===== config.mk =====
export PLATFORM = sky130hd
export DESIGN_NAME = hscl_top
export DESIGN_NICKNAME = d
export VERILOG_FILES = /design/src/hscl_pkg.sv /design/src/hscl_top.sv
export VERILOG_INCLUDE_DIRS = /design/src /design/src/src
export SDC_FILE = /design/constraint.sdc
export NUM_CORES = 1
export LEC_CHECK = 0
export BUFFER_PORTS_ARGS = -buffer_cell sky130_fd_sc_hd__buf_2
export CAP_MARGIN = 30
export CORE_MARGIN = 5
export CORE_UTILIZATION = 55
export CTS_BUF_LIST = sky130_fd_sc_hd__clkbuf_16
export CTS_CLUSTER_DIAMETER = 40
export DETAILED_ROUTE_END_ITERATION = 10
export PLACE_DENSITY = 0.72
export SLEW_MARGIN = 20
export SYNTH_ARGS = -nofsm -noshare
export SYNTH_HDL_FRONTEND = slang
export SYNTH_SLANG_ARGS = --single-unit

===== constraint.sdc =====
create_clock -name clk_sys -period 133.9 [get_ports clk_sys]
set_input_delay 26.78 -clock clk_sys [delete_from_list [all_inputs] [get_ports clk_sys]]
set_output_delay 26.78 -clock clk_sys [all_outputs]
set_load 0.02 [all_outputs]

===== src/hscl_defines.svh =====
`ifndef HSCL_DEFINES_SVH
`define HSCL_DEFINES_SVH
// register word indexes, not byte addresses (byte address is index*4)
`define HSCL_IDX_CTRL 8'h00
`define HSCL_IDX_OUTA 8'h01
`define HSCL_IDX_OUTB 8'h02
`define HSCL_IDX_TAMP 8'h03
`define HSCL_IDX_FILT 8'h04
`define HSCL_IDX_MISC 8'h05
`define HSCL_IDX_DATA 8'h06
`define HSCL_IDX_STAT 8'h07
`define HSCL_IDX_START 8'h08
// ctrl fields
`define HSCL_CTRL_SLEEP 0
`define HSCL_CTRL_ITMR 1
// outb fields
`define HSCL_OUTB_LATCH 0
`define HSCL_OUTB_POLHI 1
`define HSCL_OUTB_OMNI 2
`define HSCL_OUTB_TEN 3
// misc fields
`define HSCL_MISC_COIL_EN 0
`define HSCL_MISC_COIL_NEG 1
// reset values
`define HSCL_RST_CTRL 32'h0000_0000
`define HSCL_RST_OUTA 32'h0000_0100
`define HSCL_RST_OUTB 32'h0000_0016
`define HSCL_RST_TAMP 32'h0000_7000
`define HSCL_RST_FILT 32'h0000_0404
`define HSCL_RST_MISC 32'h0000_0000
`define HSCL_COIL_SHIFT 16'h0040
`define HSCL_ITMR_CYC 32'h0000_0400
`define HSCL_SAMP_CYC 8'h04
`define HSCL_RESP_OKAY 2'b00
`define HSCL_RESP_SLVERR 2'b10
`endif


===== src/hscl_pkg.sv =====
package hscl_pkg;
  typedef enum logic [1:0] {
    HSCL_IDLE,
    HSCL_SAMPLE,
    HSCL_DONE
  } hscl_state_type;
endpackage


===== src/hscl_top.sv =====
// Decided for this implementation: the register addresses and the AXI4-Lite register port.
`include "hscl_defines.svh"
module hscl_top
  import hscl_pkg::*;
#(
  parameter int ITMR_PERIOD = 1024
) (
  // clock and reset
  input wire logic clk_sys,
  input wire logic rst,
  // field samples from the front end (same clock)
  input wire logic signed [15:0] fe_field,
  input wire logic fe_valid,
  // sensor output pin
  output logic pin_out,
  // axi4-lite write address
  input wire logic [7:0] s_awaddr,
  input wire logic s_awvalid,
  output logic s_awready,
  // axi4-lite write data
  input wire logic [31:0] s_wdata,
  input wire logic [3:0] s_wstrb,
  input wire logic s_wvalid,
  output logic s_wready,
  // axi4-lite write response
  output logic [1:0] s_bresp,
  output logic s_bvalid,
  input wire logic s_bready,
  // axi4-lite read address
  input wire logic [7:0] s_araddr,
  input wire logic s_arvalid,
  output logic s_arready,
  // axi4-lite read data
  output logic [31:0] s_rdata,
  output logic [1:0] s_rresp,
  output logic s_rvalid,
  input wire logic s_rready
);
  logic [31:0] ctrl_r, outa_r, outb_r, tamp_r, filt_r, misc_r;
  logic signed [15:0] data_r;
  logic signed [23:0] acc_r;
  logic [7:0] cnt_r;
  logic [31:0] tmr_r;
  logic busy_r, fresh_r;
  hscl_state_type st_r;
  logic aw_got_r, w_got_r;
  logic [7:0] awaddr_r;
  logic [31:0] wdata_r;
  logic [3:0] wstrb_r;

  function automatic logic [31:0] merge(input logic [31:0] old,
                                        input logic [31:0] nw,
                                        input logic [3:0] be);
    logic [31:0] r;
    r = old;
    for (int i = 0; i < 4; i++) begin
      if (be[i]) r[i*8 +: 8] = nw[i*8 +: 8];
    end
    return r;
  endfunction

  function automatic logic [7:0] widx(input logic [7:0] a);
    return {2'b00, a[7:2]};
  endfunction

  // decode
  wire sleep_mode = ctrl_r[`HSCL_CTRL_SLEEP];
  wire itmr_mode = ctrl_r[`HSCL_CTRL_ITMR];
  wire aw_now = s_awvalid && s_awready;
  wire w_now = s_wvalid && s_wready;
  wire have_aw = aw_got_r || aw_now;
  wire have_w = w_got_r || w_now;
  wire do_wr = have_aw && have_w && !s_bvalid;
  wire [7:0] wa = aw_got_r ? awaddr_r : s_awaddr;
  wire [31:0] wd = w_got_r ? wdata_r : s_wdata;
  wire [3:0] ws = w_got_r ? wstrb_r : s_wstrb;
  wire [7:0] wi = widx(wa);
  wire wr_out = (wi == `HSCL_IDX_OUTA) || (wi == `HSCL_IDX_OUTB);
  wire wr_known = wi <= `HSCL_IDX_START && wi != `HSCL_IDX_DATA &&
                  wi != `HSCL_IDX_STAT;
  wire wr_ok = wr_known && (!sleep_mode || wr_out ||
               wi == `HSCL_IDX_CTRL);
  wire wr_en = do_wr && wr_ok;
  wire host_start = wr_en && wi == `HSCL_IDX_START && !itmr_mode;
  wire tmr_start = itmr_mode && !sleep_mode &&
                   tmr_r >= 32'(ITMR_PERIOD - 1);
  wire sleep_start = sleep_mode && tmr_r >= 32'(ITMR_PERIOD - 1);
  wire start = (host_start || tmr_start || sleep_start) && !busy_r;
  wire iir_sel = filt_r[0];
  wire [7:0] nsamp = iir_sel ? filt_r[15:8] : filt_r[7:0];
  wire [7:0] nlim = (nsamp == 8'h00) ? 8'h01 : nsamp;
  wire signed [15:0] coil = misc_r[`HSCL_MISC_COIL_EN] ?
    (misc_r[`HSCL_MISC_COIL_NEG] ? -$signed(`HSCL_COIL_SHIFT) :
     $signed(`HSCL_COIL_SHIFT)) : 16'sd0;
  wire signed [15:0] smp = fe_field + coil;
  // full-width sum, divided by the programmed count so any count averages
  wire signed [23:0] acc_nxt = acc_r + 24'(smp);
  wire last = st_r == HSCL_SAMPLE && fe_valid && cnt_r + 8'h01 >= nlim;
  wire signed [23:0] quo = acc_nxt / $signed({16'h0000, nlim});
  wire signed [15:0] avg = quo[15:0];
  wire signed [15:0] iir_nxt = data_r + ((avg - data_r) >>> 2);
  wire signed [15:0] res = iir_sel ? iir_nxt : avg;
  // comparison
  wire omni = outb_r[`HSCL_OUTB_OMNI];
  // tamper always looks at the magnitude, whatever the symmetry
  wire [15:0] absf = res[15] ? 16'(-res) : res;
  wire [15:0] mag = omni ? absf : res;
  wire signed [15:0] fv = omni ? $signed(mag) : res;
  wire signed [15:0] swp = $signed(outa_r[15:0]);
  wire signed [15:0] hys = $signed({8'h00, outa_r[23:16]});
  logic act_r;
  wire act_nxt = outb_r[`HSCL_OUTB_LATCH] ?
    (fv >= swp ? 1'b1 : (fv <= -swp ? 1'b0 : act_r)) :
    (fv >= swp ? 1'b1 : (fv < swp - hys ? 1'b0 : act_r));
  wire tamp_hit = outb_r[`HSCL_OUTB_TEN] &&
                  absf >= tamp_r[15:0];
  wire pol = outb_r[`HSCL_OUTB_POLHI];
  wire pin_nxt = tamp_hit ? !pol : (act_nxt ? pol : !pol);

  // read decode
  wire [7:0] ri = widx(s_araddr);
  logic [31:0] rd_mux;
  logic rd_err;
  always_comb begin
    rd_err = 1'b0;
    case (ri)
      `HSCL_IDX_CTRL: rd_mux = ctrl_r;
      `HSCL_IDX_OUTA: rd_mux = outa_r;
      `HSCL_IDX_OUTB: rd_mux = outb_r;
      `HSCL_IDX_TAMP: rd_mux = tamp_r;
      `HSCL_IDX_FILT: rd_mux = filt_r;
      `HSCL_IDX_MISC: rd_mux = misc_r;
      `HSCL_IDX_DATA: rd_mux = sleep_mode ? 32'h0000_0000 :
                               32'(unsigned'(data_r));
      `HSCL_IDX_STAT: rd_mux = {29'h0, pin_out, fresh_r, busy_r};
      `HSCL_IDX_START: rd_mux = 32'h0000_0000;
      default: begin
        rd_mux = 32'h0000_0000;
        rd_err = 1'b1;
      end
    endcase
  end

  // write channel
  always_ff @(posedge clk_sys or posedge rst) begin
    if (rst) begin
      aw_got_r <= 1'b0;
      w_got_r <= 1'b0;
      awaddr_r <= 8'h00;
      wdata_r <= 32'h0000_0000;
      wstrb_r <= 4'h0;
      s_awready <= 1'b0;
      s_wready <= 1'b0;
      s_bvalid <= 1'b0;
      s_bresp <= `HSCL_RESP_OKAY;
    end else begin
      if (aw_now) begin
        aw_got_r <= 1'b1;
        awaddr_r <= s_awaddr;
      end
      if (w_now) begin
        w_got_r <= 1'b1;
        wdata_r <= s_wdata;
        wstrb_r <= s_wstrb;
      end
      s_awready <= !have_aw && !s_bvalid && !s_awready;
      s_wready <= !have_w && !s_bvalid && !s_wready;
      if (do_wr) begin
        aw_got_r <= 1'b0;
        w_got_r <= 1'b0;
        s_bvalid <= 1'b1;
        s_bresp <= wr_ok ? `HSCL_RESP_OKAY : `HSCL_RESP_SLVERR;
      end else if (s_bready) begin
        s_bvalid <= 1'b0;
      end
    end
  end

  // configuration registers
  always_ff @(posedge clk_sys or posedge rst) begin
    if (rst) begin
      ctrl_r <= `HSCL_RST_CTRL;
      outa_r <= `HSCL_RST_OUTA;
      outb_r <= `HSCL_RST_OUTB;
      tamp_r <= `HSCL_RST_TAMP;
      filt_r <= `HSCL_RST_FILT;
      misc_r <= `HSCL_RST_MISC;
    end else if (wr_en) begin
      case (wi)
        `HSCL_IDX_CTRL: ctrl_r <= merge(ctrl_r, wd, ws) & 32'h0000_0003;
        `HSCL_IDX_OUTA: outa_r <= merge(outa_r, wd, ws) & 32'h00FF_FFFF;
        `HSCL_IDX_OUTB: outb_r <= merge(outb_r, wd, ws) & 32'h0000_000F;
        `HSCL_IDX_TAMP: tamp_r <= merge(tamp_r, wd, ws) & 32'h0000_FFFF;
        `HSCL_IDX_FILT: filt_r <= merge(filt_r, wd, ws) & 32'h0000_FFFF;
        `HSCL_IDX_MISC: misc_r <= merge(misc_r, wd, ws) & 32'h0000_0003;
        default: ;
      endcase
    end
  end

  // read channel
  always_ff @(posedge clk_sys or posedge rst) begin
    if (rst) begin
      s_arready <= 1'b0;
      s_rvalid <= 1'b0;
      s_rdata <= 32'h0000_0000;
      s_rresp <= `HSCL_RESP_OKAY;
    end else begin
      s_arready <= !s_rvalid && !s_arready;
      if (s_arvalid && s_arready) begin
        s_rvalid <= 1'b1;
        s_rdata <= rd_mux;
        s_rresp <= rd_err ? `HSCL_RESP_SLVERR : `HSCL_RESP_OKAY;
      end else if (s_rready) begin
        s_rvalid <= 1'b0;
      end
    end
  end

  // conversion engine
  always_ff @(posedge clk_sys or posedge rst) begin
    if (rst) begin
      st_r <= HSCL_IDLE;
      busy_r <= 1'b0;
      cnt_r <= 8'h00;
      acc_r <= 24'sd0;
      data_r <= 16'sd0;
      tmr_r <= 32'h0000_0000;
      fresh_r <= 1'b0;
      act_r <= 1'b0;
      pin_out <= 1'b0;
    end else begin
      tmr_r <= (tmr_start || sleep_start || !(itmr_mode || sleep_mode)) ?
               32'h0000_0000 : tmr_r + 32'h0000_0001;
      if (s_arvalid && s_arready && ri == `HSCL_IDX_DATA) fresh_r <= 1'b0;
      case (st_r)
        HSCL_IDLE: begin
          if (start) begin
            st_r <= HSCL_SAMPLE;
            busy_r <= 1'b1;
            cnt_r <= 8'h00;
            acc_r <= 24'sd0;
          end
        end
        HSCL_SAMPLE: begin
          if (fe_valid) begin
            acc_r <= acc_nxt;
            cnt_r <= cnt_r + 8'h01;
          end
          if (last) begin
            st_r <= HSCL_DONE;
            data_r <= res;
            act_r <= act_nxt;
            pin_out <= pin_nxt;
          end
        end
        HSCL_DONE: begin
          busy_r <= 1'b0;
          fresh_r <= 1'b1;
          st_r <= HSCL_IDLE;
        end
        default: st_r <= HSCL_IDLE;
      endcase
    end
  end
endmodule


==> results of run 1 <==
## metal layers
metal,wire length [µm],up-vias
met4,1970,0
li1,-,13500
met1,37200,12700
met3,4950,141
met5,0,-
met2,36700,790
## sequential cells by signal, summed over array words and instances, names as in the netlist, 3 cells and up
register  flops
tmr_r        32
acc_r        24
outa_r       24
s_rdata      24
wdata_r      24
data_r       16
filt_r       16
tamp_r       16
cnt_r         8
awaddr_r      6
outb_r        5
wstrb_r       3
## worst reg2reg max path: cells and delay by family, from the launching register on
family                   cells  cell delay [ns]
multiplexers                 6             1.99
adder cells (fa/ha/maj)     29             8.63
flip-flops                   1             0.50
buffers and inverters       23             3.74
AND/OR/NAND/NOR             96            19.89
XOR/XNOR                     2             0.37
AO/OA/AOI/OAI              204            46.99
## kinds of logic (layout without fill, tap and decap cells)
logic type | count (synthesis) | in the layout | synth area share, %
simple gates | 1307 | 1307 | 23.2
compound gates | 1107 | 1107 | 27.0
fa+ha+maj | 315 | 315 | 14.1
buf+inv | 269 | 322 | 3.88
flops | 217 | 217 | 19.3
xor+xnor | 216 | 216 | 6.71
mux | 150 | 150 | 5.76
other cells | 1 | 32 | 0.0133
## layout make-up
cell class | count | area [µm²]
tap | 680 | 851
fill | 4712 | 20600
clock buffer | 27 | 676
multi-input combinational | 3127 | 21900
timing repair buffer | 134 | 801
inverter | 141 | 537
clock inverter | 20 | 158
sequential | 217 | 5440
## stage by stage
| stage | hold WS [ns] | setup WS, ns | utilization (%) | std cells | area, µm² |
|---|---|---|---|---|---|
| 2_1_floorplan | 0.439 | 36.70 | - | 3613 | 28300 |
| 3_3_place_gp | 0.437 | 27.65 | 57.8 | 4295 | 29400 |
| 3_5_place_dp | 0.447 | 27.13 | 57.8 | 4296 | 29500 |
| 4_1_cts | 0.455 | 27.37 | 59.4 | 4343 | 30300 |
| 5_1_grt | 0.473 | 19.53 | 59.5 | 4346 | 30300 |
| 6_report | 0.448 | 26.19 | 59.5 | 4346 | 30300 |
## cells in the final DEF, fill, tap and decap left out, types with 13 or more instances in the layout
cell	n
nand2_1	407
ha_1	311
nor2_1	270
o21ai_0	241
a21oi_1	212
dfrtp_1	207
xnor2_1	149
inv_1	142
nor3_1	135
o21a_1	122
buf_2	95
nand3_1	76
mux2_2	72
mux2i_1	67
a21o_1	66
xor2_1	65
nand4_1	59
o31ai_1	59
nand2b_1	46
and3_1	43
nor2b_1	42
and2_1	39
or3_1	38
o211ai_1	37
buf_4	36
nor4_1	35
conb_1	32
a31oi_1	29
o22ai_1	29
clkbuf_16	27
a211oi_1	24
a21boi_0	24
or2_2	24
o21bai_1	24
o21ai_1	22
a22oi_1	16
a222oi_1	14
or4_1	13
## worst max-delay path by stage
stage	end	slack, ns	cells past startpoint
after global placement	pin_out	27.65	361
final	pin_out	26.19	364
after floorplan	pin_out	36.70	385
after detailed placement	pin_out	27.13	365
after global routing	pin_out	19.53	367
after CTS	pin_out	27.37	367
==> results by group, run 1 <==
Setup path
  • CP Class: primary input to flop
  • Crit path from: fe_field[6]
  • Crit-path max cell delay: approximately 0.74 ns
  • Crit. End Element: flop
  • Slowest stage cell on the critical path: nand4_1
  • Req. time, crit path: between 100 and 150 ns
  • FF-to-FF Start: misc_r[0]
  • Critical Path AT: 108.19 ns
  • R2r setup slk: between 50 and 60 ns
  • Worst r2r dst: pin_out
  • Crit start category: primary input
  • Top cell by count, worst path: o21a_1
  • Critical path buffers and inverters: 22
  • Crit-path max FO: 25
  • Reg2reg path depth: 360
  • CP top delay family: compound AO/OA/AOI/OAI gates

STA
  • Final setup fails: 0
  • Worst-Margin Slew: between 0.9 and 1 ns
  • Final Skew: around 0.023 ns
  • RSZ-0062 raised after global routing: no
  • Fmax: between 0.009 and 0.01 GHz
  • Max Slew Vio Count: 0
  • Slew HR: around 36%
  • Fin crit period: ~110 ns
  • Hold Vio Cnt, Final: 0
  • Fin crit share: 80.4%
  • Setup_tns: 0 ns

Clock network
  • Clock Tree Buf Depth: 3
  • Reg clk slew, reported paths: about 0.06 ns
  • Post-CTS Setup Inserts: 0
  • H-tree depth reported by CTS: 1
  • TritonCTS Buffers: 26
  • Post-CTS sizing: 0
  • # hold bufs at CTS: 0
  • Sink Count: 217
  • Root buffer cell: clkbuf_16
  • CTS tree: built
  • Clk_lat worst skew: about 0.56 ns

Global routing
  • GR Util met1: between 40% and 50%
  • Number of global-route vias before repair: around 25,000
  • Layer with the highest usage: met2
  • Met2 Resource Use GR: between 40% and 50%
  • Initial antenna violation count: 0
  • Largest net degree at the start of global routing: 75
  • First-pass GRT wire length: between 100 and 150 mm
  • Total grt overflow: 0
  • Overall routing resource usage: roughly 28%
  • GRT met3 Usage: 3.24%

Synth
  • Yosys top cell area share: a little under a fifth
  • Most common cell in the synthesized netlist: nand2_1
  • Async set or reset register ratio after synthesis: 100%
  • Syn_area_per_cell: around 7.9 µm²
  • Ys flop type: dfrtp_1
  • Cell taking the most area after synthesis: dfrtp_1
  • Synth Warn #: 0
  • Syn Inst Count: between 3,000 and 4,000
  • Synth top area cells: dfrtp_1 18%, ha_1 14%, nand2_1 5.4%, xnor2_1 4.7%, o21ai_0 4.3%
  • Sequential-to-total area share from yosys stat: 19.3%
  • Post-synth EDFFs: 0
  • Synth cell count leaders: 407 x nand2_1, 311 x ha_1, 272 x nor2_1
  • Synth cell types: 129
  • Mapped Area: 28,200 µm²
  • Yosys reg bits: approximately 220

Min path
  • Hold Crit Depth: 1
  • HP Class: flop to flop
  • Worst Hold End: s_arready
  • Hold Path Origin: s_arready

Placement
  • Detailed-placement wirelength estimate: about 63 mm
  • Port bufs: 94
  • Routability cong.: 0.958

Route
  • Wire length per cell: roughly 19 µm
  • Routed vias/inst: 6.25
  • Drt first pass iters: 9
  • Routed WL: 80.8 mm
  • DRC errors left: 0
  • Vias post-DR: 27,100
  • Starting DRT DRC Count: about 2,500
  • Antenna viol nets, final: 0

Finish
  • Final net count: approximately 4,000
  • # diodes: 0
  • Layout area overhead: 7.67%
  • Share of layout cells above drive strength 1: 10.3%

Die
  • Die H: roughly 240 µm
  • Die X: about 240 µm
  • I/O pins: approximately 120
  • Die ar.: 55,900 µm²
  • Core area: 51,000 µm²
  • Initial Utilization: between 50% and 60%
  • Site Rows: 83

Flow run
  • MaxCap Viol Count: 0

Status
  • Status: finished clean
Power of run 1 is not shown: default switching activity piles up to over one toggle a cycle in this logic, so the estimate is an artifact.
==> run 2, diff against run 1 <==
--- a/config.mk
+++ b/config.mk
@@ -13,7 +13,7 @@
 export CTS_BUF_LIST = sky130_fd_sc_hd__clkbuf_16
 export CTS_CLUSTER_DIAMETER = 40
 export DETAILED_ROUTE_END_ITERATION = 10
-export PLACE_DENSITY = 0.72
+export PLACE_DENSITY = 0.75
 export SLEW_MARGIN = 20
 export SYNTH_ARGS = -nofsm -noshare
 export SYNTH_HDL_FRONTEND = slang
==> constraint.sdc (replaced) <==
create_clock -name clk_sys -period 91.3 [get_ports clk_sys]
set_input_delay 18.26 -clock clk_sys [delete_from_list [all_inputs] [get_ports clk_sys]]
set_output_delay 18.26 -clock clk_sys [all_outputs]
set_load 0.02 [all_outputs]
==> run 2 against run 1 <==
  * Hold slack got worse by 0.0026 ns
  * Critical path depth increased by 9
  * Sequential share of layout area decreased by 0.78 points
  * Core utilization increased by 2.7 points
==> results by group, run 2 (same netlist as run 1, synthesis figures left out) <==
Status
  • Status: finished clean

Clock network
  • H-tree depth reported by CTS: 1 (unchanged)
  • TritonCTS Buffers: 28 (+7.7%)
  • Root buffer cell: clkbuf_16
  • Reg clk slew, reported paths: 0.06 ns (about the same)
  • CTS tree: built
  • Sink Count: 217 (unchanged)
  • Clk_lat worst skew: 0.56 ns (about the same)
  • # hold bufs at CTS: 0 (unchanged)
  • Clock Tree Buf Depth: 3 (unchanged)

Setup path
  • CP Class: primary input to flop
  • Reg2reg path depth: 369 (+2.5%)
  • Worst r2r dst: pin_out
  • Crit. End Element: flop
  • Crit-path max FO: 25 (unchanged)
  • CP top delay family: compound AO/OA/AOI/OAI gates
  • R2r setup slk: 21.80 ns (-29.96 ns)
  • Crit path from: fe_field[6]
  • Req. time, crit path: 91.79 ns (-42.58 ns)
  • Critical path buffers and inverters: 29 (+32%)
  • Top cell by count, worst path: o21a_1
  • Crit path capture: pin_out
  • Crit start category: primary input
  • FF-to-FF Start: misc_r[0]
  • Crit-path max cell delay: 0.60 ns (-0.14 ns)
  • Critical Path AT: 86.93 ns (-21.26 ns)
  • CP Depth: 373 (+2.5%)
  • Slowest stage cell on the critical path: or4b_4

Die
  • Site Rows: 83 (unchanged)
  • I/O pins: 118 (unchanged)
  • Die ar.: 55,900 µm² (unchanged)
  • Core area: 51,000 µm² (unchanged)
  • Initial Utilization: 55.3% (unchanged)
  • Die H: 236 µm (unchanged)
  • Die X: 236 µm (unchanged)

STA
  • Fin crit period: between 80 and 90 ns
  • Hold Vio Cnt, Final: 0 (unchanged)
  • Slew HR: 32.4% (-3.5 points)
  • Max Slew Vio Count: 0 (unchanged)
  • Final setup fails: 0 (unchanged)
  • Fin crit share: approximately 95%
  • Final Skew: 0.0208 ns (-0.00215 ns)
  • Worst-Margin Slew: 1.01 ns (+0.0516 ns)
  • Fmax: about 0.012 GHz

Global routing
  • Total grt overflow: 0 (unchanged)
  • Number of global-route vias before repair: 26,200 (+5.1%)
  • Overall routing resource usage: 28.5% (+0.62 points)
  • Largest net degree at the start of global routing: 143 (+91%)
  • First-pass GRT wire length: 135 mm (+2.2%)
  • Initial antenna violation count: 0 (unchanged)

Route
  • DRC errors left: 0 (unchanged)
  • Starting DRT DRC Count: 2,360 (-4.8%)
  • Drt first pass iters: 6 (-3)
  • Routed vias/inst: 6.31 (+1.1%)
  • Antenna viol nets, final: 0 (unchanged)
  • Routed WL: 84.3 mm (+4.3%)
  • Wire length per cell: 18.8 µm (+1.3%)
  • Vias post-DR: 28,200 (+4.0%)

Finish
  • Largest register FFs: 32 (unchanged)
  • Fill cells: 4,522 (-4.0%)
  • Final net count: 4,160 (+3.0%)
  • Final Util: 62.2% (+2.7 points)
  • Register with the most flip-flops: tmr_r
  • Share of layout cells above drive strength 1: 15.0% (+4.7 points)
  • Commonest non-fill, non-tap cell in the layout: nand2_1
  • Layout area overhead: 12.6%
  • Most frequent cells in the layout: 401 x nand2_1, 310 x ha_1, 265 x nor2_1
  • # diodes: 0 (unchanged)

Placement
  • Detailed-placement wirelength estimate: 65.6 mm (+3.3%)
  • Port bufs: 94 (unchanged)
  • Routability cong.: 0.966 (+0.85%)

Flow run
  • MaxCap Viol Count: 0 (unchanged)

Min path
  • HP Class: flop to flop
-- run 2: worst min path at each step --
stage	from	end	slack, ns	depth (start not counted)
final	s_arready	s_arready	0.45	1
after global routing	s_arready	s_arready	0.49	1
after CTS	s_arready	s_arready	0.45	1
after detailed placement	s_arready	s_arready	0.44	1
after global placement	s_rvalid	s_arready	0.43	1
after floorplan	outb_r[4]	outb_r[4]	0.44	1
-- run 2: what timing repair did --
| item | in CTS | in global routing |
|---|---|---|
| endpoints found under the setup margin | 0 | 11 |
| setup buffers | 0 | 18 |
| gates resized for setup | 0 | 94 |
-- run 2: layout make-up --
cell class,instances,area (µm²),area share (%)
clock buffer,29,726,2.29
multi-input combinational,3127,22200,70.0
inverter,141,537,1.69
tap,680,851,2.68
sequential,217,5440,17.2
clock inverter,23,214,0.674
timing repair buffer,255,1730,5.46
-- run 2: per-stage QoR --
step | cells | setup WS (ns) | hold WS, ns | TNS [ns] | instance area [µm²]
after floorplan | 3613 | 2.62 | 0.439 | 0 | 28300
after global placement | 4399 | 1.93 | 0.429 | 0 | 30200
after detailed placement | 4400 | 1.12 | 0.441 | 0 | 30200
after CTS | 4452 | 1.36 | 0.449 | 0 | 31200
after global routing | 4472 | -0.300 | 0.490 | -0.553 | 31700
final | 4472 | 4.87 | 0.446 | 0 | 31700
-- run 2: routing by layer --
metal / up-vias / track usage [%] / share of wire [%]
met5: - / 0 / 0
met1: 13400 / 39.3 / 45
met4: 0 / 6.94 / 2.7
li1: 13700 / - / -
met3: 152 / 2.96 / 6.0
met2: 943 / 48.0 / 47
Power of run 2 is left out for the same reason.
